[src/twmr_pkg.sv]
package twmr_pkg;

    // Timing
    localparam int         CLK_PERIOD_NS = 5;
    localparam int         BIT_TIME_NS   = 10000;
    localparam int         QTR_CYC       = (BIT_TIME_NS + 4 * CLK_PERIOD_NS - 1)
                                           / (4 * CLK_PERIOD_NS);
    localparam logic [9:0] QTR_LAST      = 10'(QTR_CYC - 1);

    // Register map
    localparam logic [1:0] REG_CTRL = 2'h0;
    localparam logic [1:0] REG_STAT = 2'h1;
    localparam logic [1:0] REG_DATA = 2'h2;

    // Control bit positions
    localparam int CB_FLAG = 7;
    localparam int CB_EA   = 6;
    localparam int CB_STA  = 5;
    localparam int CB_STO  = 4;
    localparam int CB_EN   = 2;
    localparam int CB_IE   = 0;

    // Reset values
    localparam logic [7:0] DATA_RST = 8'hff;

    // Status codes
    localparam logic [7:0] SC_START   = 8'h08;
    localparam logic [7:0] SC_RESTART = 8'h10;
    localparam logic [7:0] SC_W_ACK   = 8'h18;
    localparam logic [7:0] SC_W_NACK  = 8'h20;
    localparam logic [7:0] SC_ARB     = 8'h38;
    localparam logic [7:0] SC_R_ACK   = 8'h40;
    localparam logic [7:0] SC_R_NACK  = 8'h48;
    localparam logic [7:0] SC_D_ACK   = 8'h50;
    localparam logic [7:0] SC_D_NACK  = 8'h58;
    localparam logic [7:0] SC_IDLE    = 8'hf8;

    // Bit engine
    localparam logic [3:0] BIT_LAST = 4'h8;
    localparam logic [1:0] PH_0     = 2'h0;
    localparam logic [1:0] PH_1     = 2'h1;
    localparam logic [1:0] PH_2     = 2'h2;
    localparam logic [1:0] PH_3     = 2'h3;

    typedef enum logic [2:0] {
        S_IDLE    = 3'b000,
        S_BUSWAIT = 3'b001,
        S_START   = 3'b010,
        S_BIT     = 3'b011,
        S_HOLD    = 3'b100,
        S_STOP    = 3'b101
    } twmr_state_t;

endpackage

[src/twmr_top.sv]
// The placing of the registers and strobed register access were decided locally.
`timescale 1ns/1ps
module twmr_top
    import twmr_pkg::*;
(
    // Clock and reset
    input  wire logic       sys_clk_i,
    input  wire logic       rst_i,
    // Register port
    input  wire logic [1:0] reg_addr_i,
    input  wire logic [7:0] reg_wdata_i,
    input  wire logic       reg_we_i,
    input  wire logic       reg_re_i,
    output logic      [7:0] reg_rdata_o,
    // Two-wire bus
    input  wire logic       scl_i,
    output logic            scl_o,
    output logic            scl_oe_n_o,
    input  wire logic       sda_i,
    output logic            sda_o,
    output logic            sda_oe_n_o
);

    typedef struct packed {
        twmr_state_t state;
        logic [1:0]  phase;
        logic [9:0]  qcnt;
        logic [3:0]  bitcnt;
        logic [7:0]  shreg;
        logic        op;
        logic        rd;
        logic        ackv;
        logic        ackok;
        logic        own;
        logic        busy;
        logic        flag;
        logic        ea;
        logic        sta;
        logic        sto;
        logic        wc;
        logic        en;
        logic        ie;
        logic [1:0]  presc;
        logic [7:0]  status;
        logic [7:0]  data;
        logic [7:0]  rdata;
        logic        scl_oe_n;
        logic        sda_oe_n;
        logic        scl_s1;
        logic        scl_s2;
        logic        scl_s3;
        logic        sda_s1;
        logic        sda_s2;
        logic        sda_s3;
    } twmr_reg_t;

    twmr_reg_t r;
    twmr_reg_t next_r;
    logic      hi_wait;
    logic      run;
    logic      tick;

    function automatic logic is_addr_code(input logic [7:0] s);
        is_addr_code = (s == SC_START) || (s == SC_RESTART);
    endfunction

    function automatic logic is_rx_code(input logic [7:0] s);
        is_rx_code = (s == SC_R_ACK) || (s == SC_D_ACK);
    endfunction

    // First phase after SCL is released; a slave may stretch it
    assign hi_wait = ((r.state == S_BIT) && (r.phase == PH_2))
                  || ((r.state == S_START) && (r.phase == PH_1))
                  || ((r.state == S_STOP) && (r.phase == PH_1));
    assign run     = ((r.state == S_BIT) || (r.state == S_START) || (r.state == S_STOP))
                  && (!hi_wait || r.scl_s2);
    assign tick    = run && (r.qcnt == QTR_LAST);

    always_comb
    begin
        next_r = r;
        next_r.rdata = 8'h00;
        next_r.scl_s1 = scl_i;
        next_r.scl_s2 = r.scl_s1;
        next_r.scl_s3 = r.scl_s2;
        next_r.sda_s1 = sda_i;
        next_r.sda_s2 = r.sda_s1;
        next_r.sda_s3 = r.sda_s2;
        // Any master's START or STOP marks the bus busy or free
        if (r.scl_s2 && r.scl_s3 && r.sda_s3 && !r.sda_s2)
            next_r.busy = 1'b1;
        if (r.scl_s2 && r.scl_s3 && !r.sda_s3 && r.sda_s2)
            next_r.busy = 1'b0;
        if (run)
            next_r.qcnt = tick ? 10'h000 : r.qcnt + 10'h001;

        if (reg_re_i)
        begin
            case (reg_addr_i)
                REG_CTRL: next_r.rdata = {r.flag, r.ea, r.sta, r.sto, r.wc, r.en, 1'b0, r.ie};
                REG_STAT: next_r.rdata = {r.status[7:3], 1'b0, r.presc};
                REG_DATA: next_r.rdata = r.data;
                default:  next_r.rdata = 8'h00;
            endcase
        end

        // Software writes first so a hardware set below wins
        if (reg_we_i)
        begin
            case (reg_addr_i)
                REG_CTRL:
                begin
                    if (reg_wdata_i[CB_FLAG])
                        next_r.flag = 1'b0;
                    next_r.ea  = reg_wdata_i[CB_EA];
                    next_r.sta = reg_wdata_i[CB_STA];
                    next_r.sto = reg_wdata_i[CB_STO];
                    next_r.en  = reg_wdata_i[CB_EN];
                    next_r.ie  = reg_wdata_i[CB_IE];
                end
                REG_STAT: next_r.presc = reg_wdata_i[1:0];
                REG_DATA:
                begin
                    // Data may only change while the engine is parked
                    if (r.flag)
                    begin
                        next_r.data = reg_wdata_i;
                        next_r.wc   = 1'b0;
                    end
                    else
                        next_r.wc = 1'b1;
                end
                default: next_r.wc = r.wc;
            endcase
        end

        case (r.state)
            S_IDLE:
            begin
                next_r.scl_oe_n = 1'b1;
                next_r.sda_oe_n = 1'b1;
                if (r.en && r.sta)
                    next_r.state = S_BUSWAIT;
            end
            S_BUSWAIT:
            begin
                if (!r.busy)
                begin
                    next_r.state = S_START;
                    next_r.phase = PH_0;
                end
            end
            S_START:
            begin
                if (r.phase == PH_0)
                    next_r.sda_oe_n = 1'b1;
                if (tick)
                begin
                    next_r.phase = r.phase + 2'h1;
                    case (r.phase)
                        PH_0: next_r.scl_oe_n = 1'b1;
                        PH_1: next_r.sda_oe_n = 1'b0;
                        PH_2: next_r.sda_oe_n = 1'b0;
                        default:
                        begin
                            next_r.scl_oe_n = 1'b0;
                            next_r.flag     = 1'b1;
                            next_r.status   = r.own ? SC_RESTART : SC_START;
                            next_r.own      = 1'b1;
                            next_r.state    = S_HOLD;
                        end
                    endcase
                end
            end
            S_BIT:
            begin
                if (r.phase == PH_0)
                begin
                    if (r.bitcnt == BIT_LAST)
                        next_r.sda_oe_n = r.op ? !r.ackv : 1'b1;
                    else
                        next_r.sda_oe_n = r.op ? 1'b1 : r.shreg[7];
                end
                if (tick)
                begin
                    next_r.phase = r.phase + 2'h1;
                    case (r.phase)
                        PH_0: next_r.scl_oe_n = 1'b0;
                        PH_1: next_r.scl_oe_n = 1'b1;
                        PH_2:
                        begin
                            if (r.bitcnt == BIT_LAST)
                                next_r.ackok = !r.sda_s2;
                            else
                                next_r.shreg = {r.shreg[6:0], r.sda_s2};
                            // Released a one but the line reads low: another master won
                            if (!r.op && (r.bitcnt != BIT_LAST) && r.sda_oe_n && !r.sda_s2)
                            begin
                                next_r.state    = S_HOLD;
                                next_r.flag     = 1'b1;
                                next_r.status   = SC_ARB;
                                next_r.own      = 1'b0;
                                next_r.scl_oe_n = 1'b1;
                                next_r.sda_oe_n = 1'b1;
                                next_r.phase    = PH_0;
                            end
                        end
                        default:
                        begin
                            next_r.scl_oe_n = 1'b0;
                            if (r.bitcnt == BIT_LAST)
                            begin
                                // SDA is let go in hold, not on the edge that lowers SCL
                                next_r.state    = S_HOLD;
                                next_r.flag     = 1'b1;
                                if (r.op)
                                begin
                                    next_r.data   = r.shreg;
                                    next_r.status = r.ackv ? SC_D_ACK : SC_D_NACK;
                                end
                                else if (r.rd)
                                    next_r.status = r.ackok ? SC_R_ACK : SC_R_NACK;
                                else
                                    next_r.status = r.ackok ? SC_W_ACK : SC_W_NACK;
                            end
                            else
                                next_r.bitcnt = r.bitcnt + 4'h1;
                        end
                    endcase
                end
            end
            S_HOLD:
            begin
                // One cycle after SCL falls, so no false STOP
                next_r.sda_oe_n = 1'b1;
                if (!r.flag)
                begin
                    next_r.bitcnt = 4'h0;
                    next_r.phase  = PH_0;
                    if (is_addr_code(r.status))
                    begin
                        next_r.shreg = r.data;
                        next_r.rd    = r.data[0];
                        next_r.op    = 1'b0;
                        next_r.state = S_BIT;
                    end
                    else if (is_rx_code(r.status))
                    begin
                        next_r.op    = 1'b1;
                        next_r.ackv  = r.ea;
                        next_r.state = S_BIT;
                    end
                    else if (r.status == SC_ARB)
                        next_r.state = r.sta ? S_BUSWAIT : S_IDLE;
                    else if (r.sta && !r.sto)
                        next_r.state = S_START;
                    else
                        next_r.state = S_STOP;
                end
            end
            S_STOP:
            begin
                if (r.phase == PH_0)
                    next_r.sda_oe_n = 1'b0;
                if (tick)
                begin
                    next_r.phase = r.phase + 2'h1;
                    case (r.phase)
                        PH_0: next_r.scl_oe_n = 1'b1;
                        PH_1: next_r.scl_oe_n = 1'b1;
                        PH_2: next_r.sda_oe_n = 1'b1;
                        default:
                        begin
                            next_r.sto    = 1'b0;
                            next_r.own    = 1'b0;
                            next_r.status = SC_IDLE;
                            // Both bits set: START follows once the bus is free
                            next_r.state  = r.sta ? S_BUSWAIT : S_IDLE;
                        end
                    endcase
                end
            end
            default: next_r.state = S_IDLE;
        endcase

        // Disabling drops the bus mid-frame; no STOP is sent
        if (!r.en)
        begin
            next_r.state    = S_IDLE;
            next_r.phase    = PH_0;
            next_r.qcnt     = 10'h000;
            next_r.own      = 1'b0;
            next_r.scl_oe_n = 1'b1;
            next_r.sda_oe_n = 1'b1;
        end
    end

    always_ff @(posedge sys_clk_i)
    begin
        if (rst_i)
        begin
            r          <= '0;
            r.status   <= SC_IDLE;
            r.data     <= DATA_RST;
            r.scl_oe_n <= 1'b1;
            r.sda_oe_n <= 1'b1;
            r.scl_s1   <= 1'b1;
            r.scl_s2   <= 1'b1;
            r.scl_s3   <= 1'b1;
            r.sda_s1   <= 1'b1;
            r.sda_s2   <= 1'b1;
            r.sda_s3   <= 1'b1;
        end
        else
            r <= next_r;
    end

    assign reg_rdata_o = r.rdata;
    assign scl_oe_n_o  = r.scl_oe_n;
    assign sda_oe_n_o  = r.sda_oe_n;
    // Open drain: only ever pulls low
    assign scl_o       = 1'b0;
    assign sda_o       = 1'b0;
endmodule // twmr_top

[config.mk]
export PLATFORM = sky130hd
export DESIGN_NAME = twmr_top
export DESIGN_NICKNAME = d
export VERILOG_FILES = /design/src/twmr_pkg.sv /design/src/twmr_top.sv
export SDC_FILE = /design/constraint.sdc
export NUM_CORES = 1
export LEC_CHECK = 0
export BUFFER_PORTS_ARGS = -buffer_cell sky130_fd_sc_hd__buf_2
export CORE_MARGIN = 4
export CORE_UTILIZATION = 45
export DETAILED_ROUTE_END_ITERATION = 10
export PLACE_DENSITY = 0.63
export SLEW_MARGIN = 20
export SYNTH_ARGS = -nofsm -noshare
export SYNTH_HDL_FRONTEND = slang
export SYNTH_SLANG_ARGS = --single-unit
[constraint.sdc]
create_clock -name sys_clk_i -period 2.72 [get_ports sys_clk_i]
set_clock_uncertainty 0.05 [all_clocks]
set_input_delay 0.544 -clock sys_clk_i [delete_from_list [all_inputs] [get_ports sys_clk_i]]
set_output_delay 0.544 -clock sys_clk_i [all_outputs]
set_load 0.02 [all_outputs]
==> results of run 1 <==
registers in the layout (all words and copies together) (netlist names):
register     cells
next_r           4
reg_rdata_o      8
scl_oe_n_o       1
r               57
sda_oe_n_o       1
worst max path at each step:
stage,start,to,slack [ps],cells after the start
6_report,r[69]$_SDFFE_PP0P_,r[31]$_SDFFE_PP1P_,230,8
5_1_grt,r[69]$_SDFFE_PP0P_,r[31]$_SDFFE_PP1P_,30,8
4_1_cts,r[69]$_SDFFE_PP0P_,r[31]$_SDFFE_PP1P_,240,8
3_5_place_dp,r[69]$_SDFFE_PP0P_,r[31]$_SDFFE_PP1P_,280,8
3_3_place_gp,r[69]$_SDFFE_PP0P_,r[31]$_SDFFE_PP1P_,370,8
2_1_floorplan,r[69]$_SDFFE_PP0P_,r[31]$_SDFFE_PP1P_,500,10
per-layer routing:
layer  part of all wire (%)  vias up
met5                      0        -
li1                       -     1650
met1                     48     1633
met2                     45      100
met4                    2.0        0
met3                    4.6       25
layout by cell type, fill, tap and decap left out, types with 4 or more instances in the layout:
cell type and instances:
or3_1 4, clkbuf_8 11, a21oi_1 39, buf_4 17
a311oi_1 13, nor3_1 8, or2_2 6, o21ai_0 18
nor2_1 52, nand3_1 9, nand4_1 6, mux2i_1 24
a22oi_1 10, nor2b_1 5, nand2_1 20, dfxtp_1 71
ha_1 9, a31oi_1 6, buf_2 25, nand2b_1 15
xnor2_1 7, inv_1 11, mux2_2 8
cell families (layout without fill, tap and decap cells):
group,after synthesis,in the layout
AND/OR/NAND/NOR,152,152
adder cells (fa/ha/maj),9,9
multiplexers,35,35
flip-flops,71,71
other,1,2
buffers and inverters,46,70
XOR/XNOR,10,10
AO/OA/AOI/OAI,120,120
power by group through the flow:
stage | clock network [mW] | logic (mW) | registers (mW)
2_1_floorplan | 0 | 0.0702 | 1.08
3_3_place_gp | 0 | 0.0906 | 1.08
3_5_place_dp | 0 | 0.0906 | 1.08
4_1_cts | 0.826 | 0.0912 | 1.06
5_1_grt | 0.869 | 0.101 | 1.06
6_report | 0.810 | 0.0906 | 1.06
final cells by class:
class / count / area (sq um) / share of cell area (%)
Inverter: 12 / 45.04 / 1.047
Multi-Input combinational cell: 328 / 2260 / 52.55
Timing Repair Buffer: 42 / 252.7 / 5.877
Clock inverter: 5 / 38.79 / 0.9020
Tap cell: 105 / 131.4 / 3.055
Clock buffer: 11 / 151.4 / 3.521
Sequential cell: 71 / 1421 / 33.05
per-stage QoR:
step	instances	area [sq um]	setup slack, ps	total power [mW]
2_1_floorplan	445	3918	501.6	1.151
5_1_grt	574	4300	30.02	2.031
6_report	574	4300	226.8	1.961
4_1_cts	574	4300	242.3	1.977
3_3_place_gp	558	4110	365.7	1.175
3_5_place_dp	558	4110	276.4	1.175
==> impl_metrics.json, run 1 <==
{
  "outcome": "finished, final reports clean",
  "yosys.cell_count.top_type": "dfxtp_1",
  "insertion_delay_ps": 350,
  "grt-ovfl-total": 0,
  "area_delta_synth_final_pct": 9.878,
  "report.final.slew_viol_count": 0,
  "rows": 33,
  "crit_fanout": 10,
  "wl_per_cell_microns": 16.92,
  "syn_area_sq_um": 3914,
  "drtPass1Iterations": 5,
  "place.gp.congestion": 0.9096,
  "cts_inserted_buffers": 9,
  "tightest_slew_ps": 724.5,
  "use_met3_pct": 3.857,
  "vias": 3408,
  "switchingPower_mw": 0.4847,
  "drtIter0Drc": 234,
  "grt_pass1_wl_mm": 15.97,
  "powerDensity_nw_per_um2": 456.0,
  "power_leakage_nw": 1.524,
  "setup_viol": 0,
  "wirelength_mm": 9.711,
  "holdPathStages": 2,
  "rsz0062_at_grt": "no",
  "final_util_pct": 51.56,
  "r2r_slack_ps": 230,
  "synth_edf_count": 0,
  "start_util_pct": 46.92,
  "timing.rr.end": "r[31]$_SDFFE_PP1P_",
  "synth_cell_types": 72,
  "crit_chain": "inv_1 > ha_1 > and4bb_1 > mux2_1 > a32oi_1 > or3_1 > nor2_1 > a211o_1",
  "antenna_left": 0,
  "synth_top_family_by_area": "compound AO/OA/AOI/OAI gates",
  "synth_top_cells_by_count": "71 x dfxtp_1, 52 x nor2_1, 39 x a21oi_1",
  "ys_seq_area_share_pct": 36.32,
  "path_delay_family": "simple AND/OR/NAND/NOR gates",
  "start_kind": "flop",
  "yosys.area.top_type": "dfxtp_1",
  "use_met1_pct": 26.72,
  "dp_hpwl_mm": 7.122,
  "cts_resized": 0,
  "hp-start": "scl_i",
  "htree_levels": 3,
  "cts_tree": "done",
  "nFillCells": 814,
  "cts_setup_buffers": 0,
  "synth_fa_ha_area_share_pct": 2.877,
  "grt_busiest_layer": "met2",
  "crit_required_ps": 2910,
  "max_freq_ghz": 0.4011,
  "vdd_drop_max_mv": 0.2489,
  "min_to": "next_r[4]$_SDFF_PP1_",
  "met2_usage_pct": 30.43,
  "core_sq_um": 8341,
  "endpoint_kind": "flop",
  "final_layout_size_suffix_gt1_share_pct": 19.19,
  "tns_ps": 0,
  "p_clk_share_pct": 41.3,
  "postCtsHoldBufs": 0,
  "fin_crit_ps": 2493,
  "die_h_microns": 101.3,
  "synth_compound_area_share_pct": 21.45,
  "async_flop_share_pct": 0,
  "p_int_mw": 1.476,
  "antenna_cells": 0,
  "ys_ff_latch": 71,
  "crit_arrival_ps": 2690,
  "fp.dieArea_sq_um": 10250,
  "grt_usage_pct": 19.40,
  "drc": 0,
  "syn_avg_cell_area_sq_um": 8.815,
  "netlist_instances": 444,
  "antenna_found_initial": 0,
  "crit_buf_inv": 1,
  "via_per_inst": 5.937,
  "seqPwrFrac_pct": 54.1,
  "first_global_vias": 3245,
  "synth_xor_area_share_pct": 2.238,
  "hold_viol": 0,
  "share_comb_of_total_power_pct": 4.6,
  "slew_headroom_pct": 51.37,
  "drv_cap": 0,
  "clk_pin_slew_ps": 80,
  "clock_path_buffers": 2,
  "synth_top_area_share_pct": 36.32,
  "r2r_start": "r[69]$_SDFFE_PP0P_",
  "cts.sinks": 71,
  "swShare_pct": 24.72,
  "synth_simple_gate_area_share_pct": 21.29,
  "synth_area_leaders": "dfxtp_1 36%, mux2i_1 6.1%, a21oi_1 5.0%",
  "hold_class": "in2reg",
  "io_buffers": 25,
  "path_class": "reg2reg",
  "reg2reg_depth": 8,
  "num_io_pins": 28,
  "die_w_microns": 101.3,
  "yosys_warnings": 0,
  "grt_start_max_net_pins": 49,
  "cts-root-buf": "clkbuf_8",
  "crit_slowest_cell": "dfxtp_1",
  "finalCritPeriodShare_pct": 91.66,
  "synth_ff_type": "dfxtp_1",
  "muxShareOfSynthArea_pct": 9.687,
  "nNetsFinal": 489,
  "hold_ws_ps": 322.6,
  "critPathMaxStageDelay_ps": 370
}
(Power assumes the default switching activity.)
==> run 2: changes to the inputs <==
--- a/config.mk
+++ b/config.mk
@@ -7,9 +7,9 @@
 export LEC_CHECK = 0
 export BUFFER_PORTS_ARGS = -buffer_cell sky130_fd_sc_hd__buf_2
 export CORE_MARGIN = 4
-export CORE_UTILIZATION = 45
+export CORE_UTILIZATION = 60
 export DETAILED_ROUTE_END_ITERATION = 10
-export PLACE_DENSITY = 0.63
+export PLACE_DENSITY = 0.8
 export SLEW_MARGIN = 20
 export SYNTH_ARGS = -nofsm -noshare
 export SYNTH_HDL_FRONTEND = slang
==> impl_metrics.json, run 2 (synthesis results as in run 1) <==
{
  "outcome": "finished, final reports clean",
  "rows": 29,
  "crit_chain": "inv_1 > ha_1 > and4bb_1 > mux2_1 > a32oi_1 > or3_1 > nor2_1 > a211o_1",
  "clk_pin_slew_ps": 80,
  "crit_fanout": 10,
  "fp.dieArea_sq_um": 7879,
  "r2r_slack_ps": 210,
  "layout_common_cells": "71 x dfxtp_1, 52 x nor2_1, 39 x a21oi_1, 25 x buf_2, 24 x mux2i_1",
  "hold_ws_ps": 322.3,
  "finalCritPeriodShare_pct": 92.26,
  "path_class": "reg2reg",
  "cts-root-buf": "clkbuf_8",
  "cts_setup_buffers": 0,
  "final_common_cell": "dfxtp_1",
  "insertion_delay_ps": 350,
  "endpoint_kind": "flop",
  "grt-ovfl-total": 0,
  "antenna_left": 0,
  "antenna_found_initial": 0,
  "r2r_start": "r[69]$_SDFFE_PP0P_",
  "cts.sinks": 71,
  "place_area_sq_um": 4030,
  "top_register": "r",
  "core_sq_um": 6350,
  "powerDensity_nw_per_um2": 456.7,
  "grt_usage_pct": 24.97,
  "via_per_inst": 6.348,
  "final_layout_size_suffix_gt1_share_pct": 18.14,
  "slew_headroom_pct": 48.81,
  "power_leakage_nw": 1.487,
  "antenna_cells": 0,
  "path_delay_family": "simple AND/OR/NAND/NOR gates",
  "start_kind": "flop",
  "worst_slack_ps": 210.6,
  "crit_buf_inv": 1,
  "report.final.slew_viol_count": 0,
  "cp_num_cells": 8,
  "place.gp.congestion": 0.9209,
  "grt_pass1_wl_mm": 15.12,
  "start_util_pct": 61.64,
  "largest_register_ffs": 57,
  "crit_end": "r[31]$_SDFFE_PP1P_",
  "num_io_pins": 28,
  "die_h_microns": 88.77,
  "crit_arrival_ps": 2710,
  "cts_resized": 0,
  "dp_hpwl_mm": 6.559,
  "reg2reg_depth": 8,
  "crit_slowest_cell": "dfxtp_1",
  "clock_path_buffers": 2,
  "tns_ps": 0,
  "final_cell_area_sq_um": 4210,
  "hold_viol": 0,
  "drtIter0Drc": 391,
  "critPathMaxStageDelay_ps": 360,
  "rsz0062_at_grt": "no",
  "vias": 3428,
  "max_freq_ghz": 0.3985,
  "drv_cap": 0,
  "vdd_drop_max_mv": 0.3464,
  "htree_levels": 3,
  "drtPass1Iterations": 5,
  "crit_required_ps": 2920,
  "setup_viol": 0,
  "hold_class": "in2reg",
  "grt_start_max_net_pins": 49,
  "io_buffers": 25,
  "place_ws_ps": 251.7,
  "timing.rr.end": "r[31]$_SDFFE_PP1P_",
  "hp-start": "scl_i",
  "holdPathStages": 2,
  "drc": 0,
  "layoutNonFillerInstCount": 540,
  "postCtsHoldBufs": 0,
  "die_w_microns": 88.77,
  "final_util_pct": 66.31,
  "cts_tree": "done",
  "nNetsFinal": 483,
  "wirelength_mm": 9.312,
  "area_delta_synth_final_pct": 7.577,
  "tightest_slew_ps": 762.0,
  "fin_crit_ps": 2509,
  "critPathLaunch": "r[69]$_SDFFE_PP0P_",
  "first_global_vias": 3034,
  "power_mw": 1.923,
  "wl_per_cell_microns": 17.24,
  "cts_inserted_buffers": 9,
  "place_inst": 524
}
-- run 2: cell types whose count changed in the layout (fill, tap and decap cells not counted) --
| cell | change |
|---|---|
| clkinv_2 | +1 |
| buf_4 | -6 |
| clkinvlp_4 | +1 |
| clkbuf_8 | -1 |
| clkinv_4 | -1 |
-- run 2: report_power, final --
group          internal (mW)  total, mW  switching [mW]
Clock                  0.358      0.773           0.415
Combinational         0.0366     0.0893          0.0527
Sequential              1.05       1.06         0.00898
Total                   1.45       1.92           0.476
-- run 2: cell type report --
| class | count | area [sq um] |
|---|---|---|
| multi-input cells | 328 | 2260 |
| fillers | 510 | 2140 |
| flip-flops and latches | 71 | 1421 |
| repair buffers | 36 | 207.7 |
| clock buffers | 10 | 137.6 |
| well taps | 77 | 96.34 |
| inverters | 12 | 45.04 |
| clock inverters | 6 | 42.54 |
-- run 2: worst min-delay path by stage --
stage	slack [ps]	to
3_5_place_dp	350	next_r[0]$_SDFF_PP1_
6_report	320	next_r[4]$_SDFF_PP1_
3_3_place_gp	340	next_r[3]$_SDFF_PP1_
5_1_grt	330	next_r[1]$_SDFF_PP1_
4_1_cts	310	next_r[4]$_SDFF_PP1_
2_1_floorplan	340	next_r[0]$_SDFF_PP1_
-- run 2: per-layer routing --
layer | part of all wire [%] | GRT usage [%] | vias to the layer above
li1 | - | - | 1632
met1 | 46 | 36.28 | 1648
met2 | 46 | 36.03 | 129
met3 | 5.9 | 3.631 | 19
met4 | 2.2 | 11.95 | 0
met5 | 0 | 0 | -
